`src/logic/rx_hf_consts.vh`:
```
`ifndef RX_HF_CONSTS_VH
`define RX_HF_CONSTS_VH

// ----------------------------------------------------------------
// Register offsets (byte addresses)
// ----------------------------------------------------------------
`define ADDR_W              8
`define OFF_HF_CTRL         8'h00
`define OFF_SLOT_MASK       8'h04
`define OFF_BIT_CTRL        8'h08
`define OFF_STATUS          8'h0C

// ----------------------------------------------------------------
// High-frequency clock control fields
// ----------------------------------------------------------------
`define HF_SRC_BIT          15
`define HF_INV_BIT          14
`define HF_RATIO_MSB        11
`define HF_RATIO_W          12
`define HF_CTRL_RESET       32'h00008000
`define HF_CTRL_WMASK       32'h0000CFFF

// ----------------------------------------------------------------
// Bit clock control fields
// ----------------------------------------------------------------
`define BC_SRC_BIT          5
`define BC_RATIO_MSB        4
`define BC_RATIO_W          5
`define BIT_CTRL_RESET      32'h00000000
`define BIT_CTRL_WMASK      32'h0000003F

// ----------------------------------------------------------------
// Slot mask and status fields
// ----------------------------------------------------------------
`define SLOT_MASK_RESET     32'h00000000
`define SLOT_W              5
`define SLOT_BITS_DEFAULT   32
`define ST_SLOT_LSB         0
`define ST_SLOT_MSB         4
`define ST_ACTIVE_BIT       8
`define ST_HF_LEVEL_BIT     9
`define ST_BCLK_LEVEL_BIT   10

`endif

```
`src/logic/clock_level_divider.v`:
```
`timescale 1ns/10ps
`default_nettype none

// Divides a sampled clock level by ratio + 1, near 50 % duty.
// Ratio zero passes the level through, one core cycle late.
module clock_level_divider #(
    parameter RATIO_W = 12
) (
    // Clock and reset
    input  wire               core_clk_in,
    input  wire               rst_n_in,
    // Source level and ratio
    input  wire               src_level_in,
    input  wire [RATIO_W-1:0] ratio_in,
    // Divided level
    output wire               div_level_out
);

    reg               prev_q;
    reg [RATIO_W-1:0] cnt_q;
    reg [RATIO_W-1:0] cnt_d;
    reg               out_q;
    reg               out_d;
    wire              rise;
    wire [RATIO_W:0]  half;

    assign rise = src_level_in & ~prev_q;
    // High for the first half of the output period, rounded up
    assign half = ({1'b0, ratio_in} + {{(RATIO_W-1){1'b0}}, 2'b10}) >> 1;

    // ------------------------------------------------------------
    // Next count and output level
    // ------------------------------------------------------------
    always @* begin
        cnt_d = cnt_q;
        if (rise) begin
            if (cnt_q >= ratio_in)
                cnt_d = {RATIO_W{1'b0}};
            else
                cnt_d = cnt_q + {{(RATIO_W-1){1'b0}}, 1'b1};
        end
        if (ratio_in == {RATIO_W{1'b0}})
            out_d = src_level_in;  // Divide-by-1 passes the level
        else
            out_d = ({1'b0, cnt_d} < half);
    end

    // Counting source rising edges keeps the ratio exact for any duty in
    always @(posedge core_clk_in or negedge rst_n_in) begin
        if (!rst_n_in) begin
            prev_q <= 1'b0;
            cnt_q  <= {RATIO_W{1'b0}};
            out_q  <= 1'b0;
        end else begin
            prev_q <= src_level_in;
            cnt_q  <= cnt_d;
            out_q  <= out_d;
        end
    end

    assign div_level_out = out_q;

endmodule // clock_level_divider

`default_nettype wire

```
`src/logic/rx_hf_clock_and_slot_select.v`:
```
// Functional notes
// - Bit 15 picks external pin or divider
// - Bit 14 inverts clock before bit divider
// - Internal bit clock ratio zero passes through
// - Auxiliary clock divided by field plus one
// - Reserved control bits read zero, ignore writes
// - Set mask bit: shift data in slot
// - Clear mask bit: slot inactive, no capture
// - Bit divider divides by ratio plus one
// - Bit 5 picks external pin or internal divider

`timescale 1ns/10ps
`default_nettype none
`include "rx_hf_consts.vh"

module rx_hf_clock_and_slot_select #(
    parameter SLOT_BITS = `SLOT_BITS_DEFAULT
) (
    // Clock and reset
    input  wire        core_clk_in,
    input  wire        rst_n_in,
    // Register port
    input  wire [7:0]  reg_addr_in,
    input  wire [31:0] reg_wdata_in,
    input  wire        reg_wr_in,
    input  wire        reg_rd_in,
    output wire [31:0] reg_rdata_out,
    // Clock sources
    input  wire        auxiliary_source_clock_in,
    input  wire        rx_hf_master_clock_in,
    output wire        rx_hf_master_clock_out,
    output wire        rx_hf_master_clock_oe_n_out,
    // Receive bit clock pin
    input  wire        rx_bit_clock_in,
    output wire        rx_bit_clock_out,
    output wire        rx_bit_clock_oe_n_out,
    // Frame and serial data
    input  wire        frame_sync_in,
    input  wire        serial_data_in,
    // Received words
    output wire [31:0] rx_word_out,
    output wire [4:0]  rx_word_slot_out,
    output wire        rx_word_valid_out,
    output wire        rx_slot_active_bit_out
);

    // ------------------------------------------------------------
    // Registers
    // ------------------------------------------------------------
    reg [31:0] rx_hf_clock_control_q;
    reg [31:0] rx_slot_enable_mask_q;
    reg [31:0] rx_bit_clock_control_q;
    reg [31:0] rdata_q;
    reg [31:0] rdata_d;

    // Clock path
    wire        rx_hf_clock_source_sel;
    wire        rx_hf_clock_invert;
    wire [11:0] rx_hf_clock_ratio;
    wire        rx_bit_clock_source_sel;
    wire [4:0]  rx_bit_clock_ratio;
    wire        hf_div_level;
    wire        hf_level;
    wire        hf_pol_level;
    wire        bit_div_level;
    reg         hf_out_q;
    reg         hf_oe_n_q;
    reg         bclk_out_q;
    reg         bclk_oe_n_q;
    reg         bclk_int_d;
    reg         bclk_d;

    // Slot path
    reg         bclk_prev_q;
    wire        bclk_rise;
    reg [4:0]   slot_q;
    reg [4:0]   slot_d;
    reg [4:0]   bit_q;
    reg [4:0]   bit_d;
    reg [31:0]  shift_q;
    reg [31:0]  shift_d;
    reg [31:0]  word_q;
    reg [4:0]   word_slot_q;
    reg         word_valid_q;
    reg         slot_active_q;
    wire        cur_active;
    wire        last_bit;

    // ------------------------------------------------------------
    // Field extraction
    // ------------------------------------------------------------
    // New ratios act at once; a count above a smaller ratio wraps next rise
    assign rx_hf_clock_source_sel  = rx_hf_clock_control_q[`HF_SRC_BIT];
    assign rx_hf_clock_invert      = rx_hf_clock_control_q[`HF_INV_BIT];
    assign rx_hf_clock_ratio       = rx_hf_clock_control_q[`HF_RATIO_MSB:0];
    assign rx_bit_clock_source_sel = rx_bit_clock_control_q[`BC_SRC_BIT];
    assign rx_bit_clock_ratio      = rx_bit_clock_control_q[`BC_RATIO_MSB:0];

    // ------------------------------------------------------------
    // Register writes
    // ------------------------------------------------------------
    // Write masks keep reserved bits at zero whatever is written
    always @(posedge core_clk_in or negedge rst_n_in) begin
        if (!rst_n_in) begin
            rx_hf_clock_control_q  <= `HF_CTRL_RESET;
            rx_slot_enable_mask_q  <= `SLOT_MASK_RESET;
            rx_bit_clock_control_q <= `BIT_CTRL_RESET;
        end else if (reg_wr_in) begin
            case (reg_addr_in)
                `OFF_HF_CTRL: begin
                    rx_hf_clock_control_q <= reg_wdata_in & `HF_CTRL_WMASK;
                end
                `OFF_SLOT_MASK: begin
                    rx_slot_enable_mask_q <= reg_wdata_in;
                end
                `OFF_BIT_CTRL: begin
                    rx_bit_clock_control_q <= reg_wdata_in & `BIT_CTRL_WMASK;
                end
                default: begin
                    rx_slot_enable_mask_q <= rx_slot_enable_mask_q;
                end
            endcase
        end
    end

    // ------------------------------------------------------------
    // Register reads
    // ------------------------------------------------------------
    // Data stand only in the cycle after the strobe; unmapped reads zero
    always @* begin
        rdata_d = 32'h00000000;
        if (reg_rd_in) begin
            case (reg_addr_in)
                `OFF_HF_CTRL: begin
                    rdata_d = rx_hf_clock_control_q & `HF_CTRL_WMASK;
                end
                `OFF_SLOT_MASK: begin
                    rdata_d = rx_slot_enable_mask_q;
                end
                `OFF_BIT_CTRL: begin
                    rdata_d = rx_bit_clock_control_q & `BIT_CTRL_WMASK;
                end
                `OFF_STATUS: begin
                    rdata_d[`ST_SLOT_MSB:`ST_SLOT_LSB] = slot_q;
                    rdata_d[`ST_ACTIVE_BIT]             = slot_active_q;
                    rdata_d[`ST_HF_LEVEL_BIT]           = hf_pol_level;
                    rdata_d[`ST_BCLK_LEVEL_BIT]         = bclk_prev_q;
                end
                default: begin
                    rdata_d = 32'h00000000;
                end
            endcase
        end
    end

    always @(posedge core_clk_in or negedge rst_n_in) begin
        if (!rst_n_in)
            rdata_q <= 32'h00000000;
        else
            rdata_q <= rdata_d;
    end

    // ------------------------------------------------------------
    // High-frequency clock generation
    // ------------------------------------------------------------
    // Auxiliary level divided by ratio + 1 (0 = /1, max = /4096)
    clock_level_divider #(
        .RATIO_W (`HF_RATIO_W)
    ) u_hf_div (
        .core_clk_in   (core_clk_in),
        .rst_n_in      (rst_n_in),
        .src_level_in  (auxiliary_source_clock_in),
        .ratio_in      (rx_hf_clock_ratio),
        .div_level_out (hf_div_level)
    );

    // Source select, then optional inversion ahead of the bit divider
    assign hf_level     = rx_hf_clock_source_sel ? hf_div_level
                                                 : rx_hf_master_clock_in;
    assign hf_pol_level = hf_level ^ rx_hf_clock_invert;

    // Pin is driven only while the clock is made inside
    always @(posedge core_clk_in or negedge rst_n_in) begin
        if (!rst_n_in) begin
            hf_out_q  <= 1'b0;
            hf_oe_n_q <= 1'b1;
        end else begin
            hf_out_q  <= hf_div_level;
            hf_oe_n_q <= ~rx_hf_clock_source_sel;
        end
    end

    // ------------------------------------------------------------
    // Bit clock generation
    // ------------------------------------------------------------
    clock_level_divider #(
        .RATIO_W (`BC_RATIO_W)
    ) u_bit_div (
        .core_clk_in   (core_clk_in),
        .rst_n_in      (rst_n_in),
        .src_level_in  (hf_pol_level),
        .ratio_in      (rx_bit_clock_ratio),
        .div_level_out (bit_div_level)
    );

    // Divide-by-1 bypasses the divider so no extra lag is added
    always @* begin
        if (rx_bit_clock_ratio == 5'h00)
            bclk_int_d = hf_pol_level;
        else
            bclk_int_d = bit_div_level;
        if (rx_bit_clock_source_sel)
            bclk_d = bclk_int_d;
        else
            bclk_d = rx_bit_clock_in;
    end

    always @(posedge core_clk_in or negedge rst_n_in) begin
        if (!rst_n_in) begin
            bclk_out_q  <= 1'b0;
            bclk_oe_n_q <= 1'b1;
        end else begin
            bclk_out_q  <= bclk_int_d;
            bclk_oe_n_q <= ~rx_bit_clock_source_sel;
        end
    end

    // ------------------------------------------------------------
    // Slot tracking and capture
    // ------------------------------------------------------------
    // Edges are found on sampled levels: a bit clock faster than half
    // the core clock loses rises, so slots would be miscounted
    assign bclk_rise  = bclk_d & ~bclk_prev_q;
    assign cur_active = rx_slot_enable_mask_q[slot_d];
    assign last_bit   = (bit_d == SLOT_BITS[4:0] - 5'h01);

    // Frame sync high at a bit clock edge marks slot 0, bit 0
    always @* begin
        slot_d  = slot_q;
        bit_d   = bit_q;
        shift_d = shift_q;
        if (bclk_rise) begin
            if (frame_sync_in) begin
                slot_d = 5'h00;
                bit_d  = 5'h00;
            end else if (bit_q == SLOT_BITS[4:0] - 5'h01) begin
                slot_d = slot_q + 5'h01;
                bit_d  = 5'h00;
            end else begin
                bit_d = bit_q + 5'h01;
            end
        end
    end

    // Inactive slots leave the shift register and word untouched
    always @(posedge core_clk_in or negedge rst_n_in) begin
        if (!rst_n_in) begin
            bclk_prev_q   <= 1'b0;
            slot_q        <= 5'h1F;
            bit_q         <= 5'h00;
            shift_q       <= 32'h00000000;
            word_q        <= 32'h00000000;
            word_slot_q   <= 5'h00;
            word_valid_q  <= 1'b0;
            slot_active_q <= 1'b0;
        end else begin
            bclk_prev_q  <= bclk_d;
            slot_q       <= slot_d;
            bit_q        <= bit_d;
            word_valid_q <= 1'b0;
            if (bclk_rise)
                slot_active_q <= cur_active;
            if (bclk_rise && cur_active) begin
                shift_q <= {shift_d[30:0], serial_data_in};
                if (last_bit) begin
                    word_q       <= {shift_d[30:0], serial_data_in};
                    word_slot_q  <= slot_d;
                    word_valid_q <= 1'b1;
                end
            end
        end
    end

    // ------------------------------------------------------------
    // Outputs
    // ------------------------------------------------------------
    // Every output comes straight from a flop, so pins never glitch
    // while the selects or ratios are being rewritten
    assign reg_rdata_out               = rdata_q;
    assign rx_hf_master_clock_out      = hf_out_q;
    assign rx_hf_master_clock_oe_n_out = hf_oe_n_q;
    assign rx_bit_clock_out            = bclk_out_q;
    assign rx_bit_clock_oe_n_out       = bclk_oe_n_q;
    assign rx_word_out                 = word_q;
    assign rx_word_slot_out            = word_slot_q;
    assign rx_word_valid_out           = word_valid_q;
    assign rx_slot_active_bit_out      = slot_active_q;

endmodule // rx_hf_clock_and_slot_select

`default_nettype wire

```
`config.mk`:
```
export PLATFORM = sky130hd
export DESIGN_NAME = rx_hf_clock_and_slot_select
export DESIGN_NICKNAME = d
export VERILOG_FILES = /design/src/logic/clock_level_divider.v /design/src/logic/rx_hf_clock_and_slot_select.v
export VERILOG_INCLUDE_DIRS = /design/src /design/src/logic
export SDC_FILE = /design/constraint.sdc
export NUM_CORES = 1
export LEC_CHECK = 0
export BUFFER_PORTS_ARGS = -buffer_cell sky130_fd_sc_hd__buf_2
export CAP_MARGIN = 25
export CORE_UTILIZATION = 55
export DETAILED_ROUTE_END_ITERATION = 8
export PLACE_DENSITY = 0.77
export SETUP_SLACK_MARGIN = 0.15
export SKIP_CTS_REPAIR_TIMING = 1
export SLEW_MARGIN = 20
export SYNTH_ARGS = -nofsm -noshare
export SYNTH_HDL_FRONTEND = slang
export SYNTH_SLANG_ARGS = --single-unit
```
`constraint.sdc`:
```
create_clock -name core_clk_in -period 8.5 [get_ports core_clk_in]
set_input_delay 1.7 -clock core_clk_in [delete_from_list [all_inputs] [get_ports core_clk_in]]
set_output_delay 1.7 -clock core_clk_in [all_outputs]
set_load 0.05 [all_outputs]
```
==> results of run 1 <==
==> layout by cell type (no fill, tap or decap), types with 4 or more instances in the layout <==
| cell | count |
|---|---|
| a211oi_1 | 5 |
| a21o_1 | 14 |
| a21oi_1 | 25 |
| a31oi_1 | 5 |
| and2_1 | 20 |
| and3_1 | 11 |
| and4_1 | 5 |
| buf_2 | 122 |
| buf_4 | 4 |
| clkbuf_16 | 17 |
| clkinv_8 | 7 |
| dfrtp_1 | 182 |
| dfstp_2 | 8 |
| ha_1 | 39 |
| inv_1 | 27 |
| inv_8 | 4 |
| mux2_2 | 77 |
| mux2_4 | 30 |
| mux2i_1 | 11 |
| mux4_2 | 5 |
| nand2_1 | 53 |
| nand2b_1 | 8 |
| nand3_1 | 24 |
| nand4_1 | 7 |
| nor2_1 | 31 |
| nor2b_1 | 6 |
| nor3_1 | 32 |
| o21a_1 | 4 |
| o21ai_0 | 39 |
| o22ai_1 | 4 |
| xnor2_1 | 14 |
| xor2_1 | 6 |
==> worst paths after layout <==
check	slack (ns)	from	to	depth (start not counted)
max	2.68	rx_hf_master_clock_in	rx_word_out[4]$_DFFE_PN0P_	11
min	0.39	u_hf_div.div_level_out$_DFF_PN0_	rx_hf_master_clock_out$_DFF_PN0_	0
max reg2reg	3.42	rx_hf_clock_control_q[15]$_DFFE_PN1P_	rx_word_out[4]$_DFFE_PN0P_	10
min reg2reg	0.39	u_hf_div.div_level_out$_DFF_PN0_	rx_hf_master_clock_out$_DFF_PN0_	0
max in group asynchronous	6.04	rst_n_in	rx_word_out[8]$_DFFE_PN0P_	2
min in group asynchronous	1.24	rst_n_in	reg_rdata_out[20]$_DFF_PN0_	1
==> layout make-up <==
| cell class | count | area [um^2] |
|---|---|---|
| Fill cell | 1231 | 5470 |
| Sequential cell | 190 | 4765 |
| Multi-Input combinational cell | 520 | 4148 |
| Timing Repair Buffer | 128 | 681.9 |
| Clock buffer | 17 | 425.4 |
| Tap cell | 216 | 270.3 |
| Clock inverter | 15 | 192.7 |
| Inverter | 28 | 105.1 |
==> stage by stage <==
stage / power [mW] / instance area [um^2] / utilization (%) / setup slack (ns)
6_report: 2.164 / 10590 / 65.93 / 2.679
5_1_grt: 2.272 / 10590 / 65.93 / 2.413
4_1_cts: 2.179 / 10560 / 65.76 / 2.743
3_5_place_dp: 1.377 / 9942 / 61.91 / 2.296
3_3_place_gp: 1.364 / 9935 / 61.87 / 2.175
2_1_floorplan: 1.265 / 9148 / - / 3.835
==> power breakdown <==
group	total (mW)	internal, mW	leakage [nW]	switching, mW
sequential	1.03	0.963	2.52	0.0680
clock	0.799	0.402	0.296	0.397
combinational	0.334	0.145	2.77	0.189
total	2.16	1.51	5.58	0.654
==> cell usage after synthesis, types with 8 or more instances <==
cell type	n
mux2_2	77
mux2i_1	11
and3_1	11
nand2b_1	8
o21ai_0	39
inv_1	27
a21o_1	14
clkbuf_1	15
dfrtp_1	182
dfstp_2	8
a21oi_1	25
ha_1	39
mux2_4	30
xnor2_1	14
nand3_1	24
nor3_1	33
nor2_1	31
nand2_1	53
and2_1	20
==> flip-flops by register name (all words and copies together) (netlist names) <==
name,count
reg_rdata_out,32
rx_slot_enable_mask_q,32
rx_word_out,32
shift_d,31
rx_hf_clock_control_q,14
u_hf_div.cnt_q,12
rx_bit_clock_control_q,6
bit_q,5
rx_word_slot_out,5
slot_q,5
u_bit_div.cnt_q,5
bclk_prev_q,1
rx_bit_clock_oe_n_out,1
rx_bit_clock_out,1
rx_hf_master_clock_oe_n_out,1
rx_hf_master_clock_out,1
rx_slot_active_bit_out,1
rx_word_valid_out,1
u_bit_div.div_level_out,1
u_bit_div.prev_q,1
u_hf_div.div_level_out,1
u_hf_div.prev_q,1
==> worst max-delay path: cells and delay by family <==
kind,cells,cell delay [ns]
AO/OA/AOI/OAI,4,1.57
XOR/XNOR,1,0.73
buffers and inverters,1,0.07
multiplexers,2,0.67
AND/OR/NAND/NOR,3,1.38
==> logic make-up (layout without fill, tap and decap cells) <==
group	after synthesis	count (layout)
mux	125	125
simple gates	217	217
compound gates	119	119
buf+inv	56	188
flops	190	190
xor+xnor	20	20
fa+ha+maj	39	39
==> layer usage <==
metal | routed length (um) | part of all wire (%) | global-route usage (%)
met3 | 1153 | 5.8 | 5.497
met4 | 248 | 1.3 | 8.857
met5 | 0 | 0 | 0
met1 | 8928 | 45 | 33.33
met2 | 9411 | 48 | 39.50
==> results.cfg, run 1 <==
[logic_synthesis]
synth_largest_area_cell = dfrtp_1
syn_nets = 854
seq_area_frac_synth_pct = 52.09
syn_area_um2 = 9148
synth_compound_area_share_pct = 8.303
yosys_register_bits = 190
synthArstFlopShare_pct = 100.0
synth_mux_area_share_pct = 17.08
synth_xor_area_share_pct = 1.915
synth_ff_type = dfrtp_1
synth-simple-area-share_pct = 12.57
synth_cells = 766
avgSynthCellArea_um2 = 11.94
synth.area.top_cells = dfrtp_1, mux2_2, ha_1
synth-edff-count = 0
yosys_warnings = 0
synth_cell_types = 65
synth_top_family_by_area = multiplexers
synth_top_area_share_pct = 49.79
yosys.area_share.adder_pct = 5.334

[worst_hold_path]
hp-class = flip-flop to flip-flop

[timing]
min_period_ns = 5.821
max_freq_mhz = 171.8
drv_slew = 0
tightest_slew_ns = 0.9143
setup-violations-final = 0
clock_skew_ns = 0.01355
hold_viol_final = 0
slew_headroom_pct = 38.93
holdWs_ns = 0.3857
grt_setup_unrepaired = no
min_period_over_period_pct = 68.49
setup_tns_ns = 0

[clock_tree]
root_buffer = clkbuf_16
path_clk_slew_ns = 0.07
htreeDepth = 4
clock_sinks = 190
cts_buffers = 17
ctsLongestPathBuffers = 2
insertion_delay_ns = 0.44
tritoncts = built

[placement]
place_inst = 1081
port_buffers = 123
place.gp.congestion = 0.9141
place_hpwl_um = 13840

[run_status]
status = complete, no violations

[die]
rows = 46
core_area_um2 = 16060
die_h_um = 131.0
fp.dieW_um = 131.0
initial_core_util_pct = 56.97
die_area_um2 = 17150
num_io_pins = 124

[routing]
via_per_inst = 5.710
postRouteAntennaNets = 0
dr.pass1.iters = 5
drtIter0Drc = 487
route.vias.total = 6361
wl_um = 19740
detail_route.wl_per_cell_um = 17.72
drc = 0

[final_layout]
syn_to_final_growth_pct = 15.74
fin_nets = 973
stdcell_count = 1114
diodes = 0
drive_above_1_share_pct = 32.29

[setup_path]
end_kind = flip-flop
critPathLaunchType = input pin
worstSetupPathType = input pin to flip-flop
worstPathMaxFanout = 37
path_cells = buf_2 > mux2i_1 > xnor2_1 > a211oi_4 > o21ai_1 > a21oi_1 > or4_1 > o311a_1 > nand4_2 > nand4_4 > mux2_4
crit_arrival_ns = 6.14
cp.required_ns = 8.82
slowest_stage = o21ai_1
max_stage_delay_ns = 0.78

[pwr]
ir_drop_mv = 0.1523
powerDensity_nw_per_um2 = 204.4
cellLeakagePower_nw = 5.583

[grt]
antenna_found_initial = 0
grt_overflow = 0
grt_first_pass_wirelength_um = 32000
grt_usage_pct = 24.74
grt_start_max_net_pins = 124
grt_pass1_vias = 6284

[job]
drv_cap = 0
No activity file was read; power rests on OpenSTA's default activity.
==> run 2, diff against run 1 <==
- ABC_AREA: not set -> 1
- CORE_UTILIZATION: 55 -> 52
- PLACE_DENSITY: 0.77 -> 0.76
- clock period: 8.5 -> 5.1 ns (I/O delays scaled with it)
==> run 2 against run 1 <==
Sequential share of layout area down 0.18 points. Combinational power about the same. Largest power group unchanged. Flip-flop and latch count unchanged. Critical path type is now flip-flop to flip-flop. Largest cell class unchanged. Worst hold slack better by 0.080 ns. Core utilization down 4.9 points. Total power up 50%.
==> results.cfg, run 2 <==
[clock_tree]
path_clk_slew_ns = 0.06
insertion_delay_ns = 0.43
clock_sinks = 190
ctsLongestPathBuffers = 2
htreeDepth = 4
tritoncts = built
root_buffer = clkbuf_16
cts_buffers = 17

[grt]
met2_usage_pct = 38.80
grtUsageMet3_pct = 3.840
grt_first_pass_wirelength_um = 36190
grt-busiest-layer = met2
grt_overflow = 0
grt_start_max_net_pins = 94
antenna_found_initial = 0
grt_pass1_vias = 7330
grt_use_met1_pct = 35.94
grt_usage_pct = 25.29

[placement]
place.gp.congestion = 0.8827
place_hpwl_um = 15500
port_buffers = 123

[routing]
dr.pass1.iters = 5
via_per_inst = 5.425
drtIter0Drc = 600
postRouteAntennaNets = 0
drc = 0
detail_route.wl_per_cell_um = 15.42
route.vias.total = 7725
wl_um = 21960

[setup_path]
crit_family = simple AND/OR/NAND/NOR gates
critPathLaunchType = flip-flop
crit_buf_inv = 0
path_common_cell = nand2_1
max_stage_delay_ns = 0.57
worstPathMaxFanout = 40
slowest_stage = nand2_2
end_kind = flip-flop
crit_arrival_ns = 3.92
path_cells = ha_1 > nand2_1 > nor2_1 > ha_1 > xor2_1 > nand2_1 > nand4_2 > nand2_2 > nand2_1 > nand3_1 > nand3_1 > nand3_1 > nand2_1 > nand2_1 > nand2_4 > nand2_2 > nand2_1 > nand2_1
cp.required_ns = 5.47
worstSetupPathType = flip-flop to flip-flop

[die]
die_area_um2 = 18530
num_io_pins = 124
initial_core_util_pct = 53.71
fp.dieW_um = 136.1
core_area_um2 = 17420
die_h_um = 136.1
rows = 48

[timing]
min_period_ns = 3.555
slew_headroom_pct = 43.11
max_freq_mhz = 281.3
setup_tns_ns = 0
clock_skew_ns = 0.007351
hold_viol_final = 0
tightest_slew_ns = 0.8534
grt_setup_unrepaired = no
setup-violations-final = 0
drv_slew = 0
min_period_over_period_pct = 69.71

[logic_synthesis]
synth_most_common_cell = nand2_1
synthArstFlopShare_pct = 100.0
yosys_warnings = 0
yosys_register_bits = 190
syn_area_um2 = 9354
synth-edff-count = 0
synth_ff_type = dfrtp_1
synth_cells = 1078
synth.area.top_cells = dfrtp_1, nand2_1, ha_1
synthTopCellsByCount = nand2_1, dfrtp_1, inv_1, nand3_1, nor2_1
avgSynthCellArea_um2 = 8.677
synth_cell_types = 50
synth_top_area_share_pct = 48.69
seq_area_frac_synth_pct = 50.94
syn_nets = 1166
synth_largest_area_cell = dfrtp_1

[pwr]
powerDensity_nw_per_um2 = 304.9
ir_drop_mv = 0.2345
cellLeakagePower_nw = 5.708
p_total_mw = 3.242

[job]
drv_cap = 0

[run_status]
status = complete, no violations

[final_layout]
multi_input_area_um2 = 3835
layout_common_cells = nand2_1, dfrtp_1, inv_1, buf_2, nand3_1
fin_nets = 1274
syn_to_final_growth_pct = 13.64
register_area_um2 = 4765
diodes = 0
fill_cells = 1505
final_common_cell = nand2_1
drive_above_1_share_pct = 18.10

[worst_hold_path]
hp-class = flip-flop to flip-flop
run 2: layer usage:
layer	vias to the layer above	wire, um
li1	3753	-
met1	3686	10150
met2	246	10090
met3	40	1175
met4	0	544
met5	-	0
run 2: layout make-up:
| class | instances | share of cell area [%] |
|---|---|---|
| flip-flops and latches | 190 | 44.82 |
| well taps | 225 | 2.648 |
| inverters | 130 | 4.590 |
| repair buffers | 132 | 6.509 |
| multi-input cells | 715 | 36.08 |
| clock inverters | 11 | 1.118 |
| clock buffers | 21 | 4.237 |
run 2: power by group:
| part | switching (mW) | leakage [nW] | internal, mW |
|---|---|---|---|
| clock network | 0.565 | 0.281 | 0.734 |
| registers | 0.0448 | 2.51 | 1.56 |
| logic | 0.236 | 2.92 | 0.100 |
| total | 0.845 | 5.71 | 2.40 |
run 2: final timing paths:
| path | endpoint | depth (start not counted) | slack, ns | from |
|---|---|---|---|---|
| worst min register to register | rx_word_out[7]$_DFFE_PN0P_ | 2 | 0.47 | rx_word_out[7]$_DFFE_PN0P_ |
| worst max-delay path | shift_d[18]$_DFFE_PN0P_ | 18 | 1.54 | bit_q[0]$_DFF_PN0_ |
| max in group asynchronous | shift_d[7]$_DFFE_PN0P_ | 2 | 3.34 | rst_n_in |
| worst max register to register | shift_d[18]$_DFFE_PN0P_ | 18 | 1.54 | bit_q[0]$_DFF_PN0_ |
| worst min-delay path | rx_word_out[7]$_DFFE_PN0P_ | 2 | 0.47 | rx_word_out[7]$_DFFE_PN0P_ |
| min in group asynchronous | rx_slot_enable_mask_q[12]$_DFFE_PN0P_ | 1 | 0.63 | rst_n_in |
run 2: cells by family after synthesis:
family,after synthesis,share of synthesized area (%)
AOI/OAI and AO/OA,124,7.464
xor gates and xnor gates,17,1.592
adders and majority gates,39,5.217
buffers and inverters,173,8.119
DFF,190,50.94
and+or+nand+nor,535,26.67
run 2: tightest hold or removal path, cell delays in order, from the launching register on:
cell and delay [ns]:
dfrtp_1 0.34, nand2_1 0.05, nand2_1 0.05
run 2: through the flow:
stage / cells / area (um^2) / util (%) / hold slack [ns] / setup WS, ns
6_report: 1424 / 10630 / 61.03 / 0.4657 / 1.545
2_1_floorplan: 1078 / 9354 / - / 0.3737 / 1.814
3_5_place_dp: 1392 / 10060 / 57.77 / 0.4550 / 1.126
5_1_grt: 1424 / 10630 / 61.03 / 0.4900 / 1.139
3_3_place_gp: 1392 / 10060 / 57.77 / 0.4495 / 1.235
4_1_cts: 1424 / 10630 / 61.03 / 0.4698 / 1.551
==> run 3, diff against run 2 <==
- ABC_AREA: 1 -> 0
- clock period: 5.1 -> 3.09 ns (I/O delays scaled with it)
==> run 3 against run 2 <==
The run now ends with setup timing left. First-iteration DRC count is 24% lower. Die area is 2.2% lower. Clock-buffer cell count is 4 lower. Via count is 9.1% lower. Worst setup slack worse by 2.2 ns. Total power is 100% higher. Register-to-register slack worse by 2.2 ns. Sequential power is 73% higher. Core utilization is 9.2 points higher. Critical path type unchanged. Critical endpoint is now rx_word_out[31]$_DFFE_PN0P_. Largest power group unchanged. Highest routed layer unchanged.
==> results.cfg, run 3 (synthesis results as in run 1) <==
[clock_tree]
htreeDepth = 4
root_buffer = clkbuf_16
cts_buffers = 17
clock_sinks = 190
tritoncts = built
path_clk_slew_ns = 0.08
ctsLongestPathBuffers = 2
insertion_delay_ns = 0.44

[placement]
place_hpwl_um = 15990
place_inst = 1210
place.gp.congestion = 0.9319
placed_area_um2 = 10970
port_buffers = 123

[die]
die_h_um = 134.6
num_io_pins = 124
die_area_um2 = 18130
fp.dieW_um = 134.6
core_area_um2 = 17240
rows = 48
initial_core_util_pct = 53.07

[timing]
clock_skew_ns = 0.01355
min_period_over_period_pct = 121.5
tightest_slew_ns = 0.5708
finalWorstSetupSlack_ns = -0.6630
slew_headroom_pct = 61.95
setup_tns_ns = -43.52
grt_setup_unrepaired = yes
max_freq_mhz = 266.5
drv_slew = 0
min_period_ns = 3.753
setup-violations-final = 71
hold_viol_final = 0

[pwr]
p_clk_share_pct = 36.1
internal_power_mw = 4.569
ir_drop_mv = 0.4033
swShare_pct = 29.63
p_seq_share_pct = 42.9
cellLeakagePower_nw = 6.424
powerDensity_nw_per_um2 = 536.6
power_frac_comb_pct = 20.9
switchingPower_mw = 1.924

[final_layout]
fin_nets = 1098
final_common_cell = dfrtp_1
syn_to_final_growth_pct = 32.27
stdcell_count = 1248
diodes = 0
fill_cells = 1213
layout_common_cells = dfrtp_1, buf_2, buf_4, mux2_4, nand2_1
drive_above_1_share_pct = 44.57
fin_area_um2 = 12100

[setup_path]
worstPathMaxFanout = 16
end_kind = flip-flop
crit_arrival_ns = 4.07
critPathLaunchType = flip-flop
worstSetupPathType = flip-flop to flip-flop
r2r_cells = 12
cp.required_ns = 3.41

[grt]
grt_first_pass_wirelength_um = 35090
grt_overflow = 0
grtUsageMet3_pct = 6.156
antenna_found_initial = 0
grt_start_max_net_pins = 60
met2_usage_pct = 41.07
grt_usage_pct = 25.25
grt-busiest-layer = met2
grt_pass1_vias = 6822
grt_use_met1_pct = 33.62

[routing]
dr.pass1.iters = 4
drc = 0
drtIter0Drc = 455
via_per_inst = 5.627
wl_um = 23140
postRouteAntennaNets = 0
route.vias.total = 7022
detail_route.wl_per_cell_um = 18.54

[job]
drv_cap = 0

[worst_hold_path]
hp-class = input pin to async pin

[run_status]
violations = setup timing
status = finished, violations left
[run 3: cell count changes in the layout (fill, tap and decap cells not counted), sizes merged, moves of 43 or more]
cell	delta
nand2	-244
nand3	-68
buf	+118
inv	-94
mux2	+109
nand4	-43
[run 3: through the flow]
stage	power, mW	util (%)	worst slack (ns)	hold WS (ns)
after CTS	6.352	67.36	-0.6784	0.1643
final	6.493	70.19	-0.6630	0.1540
after floorplan	3.483	-	-0.4780	0.3224
after global placement	3.973	63.67	-0.6286	0.3666
after global routing	6.794	70.19	-0.8019	0.1837
after detailed placement	4.014	63.67	-0.6555	0.3872
[run 3: final timing paths]
path / start / slack, ns / endpoint
setup reg to reg: rx_bit_clock_control_q[4]$_DFFE_PN0P_ / -0.66 / rx_word_out[31]$_DFFE_PN0P_
hold / removal: rst_n_in / 0.15 / reg_rdata_out[20]$_DFF_PN0_
min in group core_clk_in: auxiliary_source_clock_in / 0.41 / u_hf_div.prev_q$_DFF_PN0_
hold reg to reg: u_hf_div.div_level_out$_DFF_PN0_ / 0.46 / rx_hf_master_clock_out$_DFF_PN0_
setup / recovery: rx_bit_clock_control_q[4]$_DFFE_PN0P_ / -0.66 / rx_word_out[31]$_DFFE_PN0P_
max in group asynchronous: rst_n_in / 2.14 / rx_hf_clock_control_q[15]$_DFFE_PN1P_
[run 3: cell type report]
class | instances | area (um^2) | share of cell area (%)
flip-flops and latches | 190 | 4765 | 39.38
well taps | 225 | 281.5 | 2.327
clock buffers | 17 | 425.4 | 3.516
multi-input cells | 520 | 4556 | 37.65
clock inverters | 15 | 211.5 | 1.748
repair buffers | 253 | 1755 | 14.51
inverters | 28 | 105.1 | 0.8687
[run 3: critical path, stage by stage (launching register included)]
cell,delay [ns]
dfrtp_1,0.38
or4_4,0.56
o2111a_2,0.33
a211oi_4,0.26
buf_6,0.17
o21a_1,0.14
o21ai_2,0.06
or4_4,0.55
o311a_4,0.33
nand4_4,0.12
nand4_4,0.17
buf_12,0.23
mux2_4,0.31
[run 3: layer usage]
metal  wire (um)  vias up  part of all wire, %
li1            -     3247                    -
met1        9863     3509                   43
met2       11670      235                   50
met3        1304       31                  5.6
met4         301        0                  1.3
met5           0        -                    0
[run 3: power groups by stage]
stage / clock [mW] / combinational (mW) / sequential, mW
6_report: 2.35 / 1.36 / 2.79
5_1_grt: 2.50 / 1.49 / 2.81
4_1_cts: 2.37 / 1.21 / 2.78
3_5_place_dp: 0 / 1.19 / 2.82
3_3_place_gp: 0 / 1.16 / 2.82
2_1_floorplan: 0 / 0.646 / 2.84
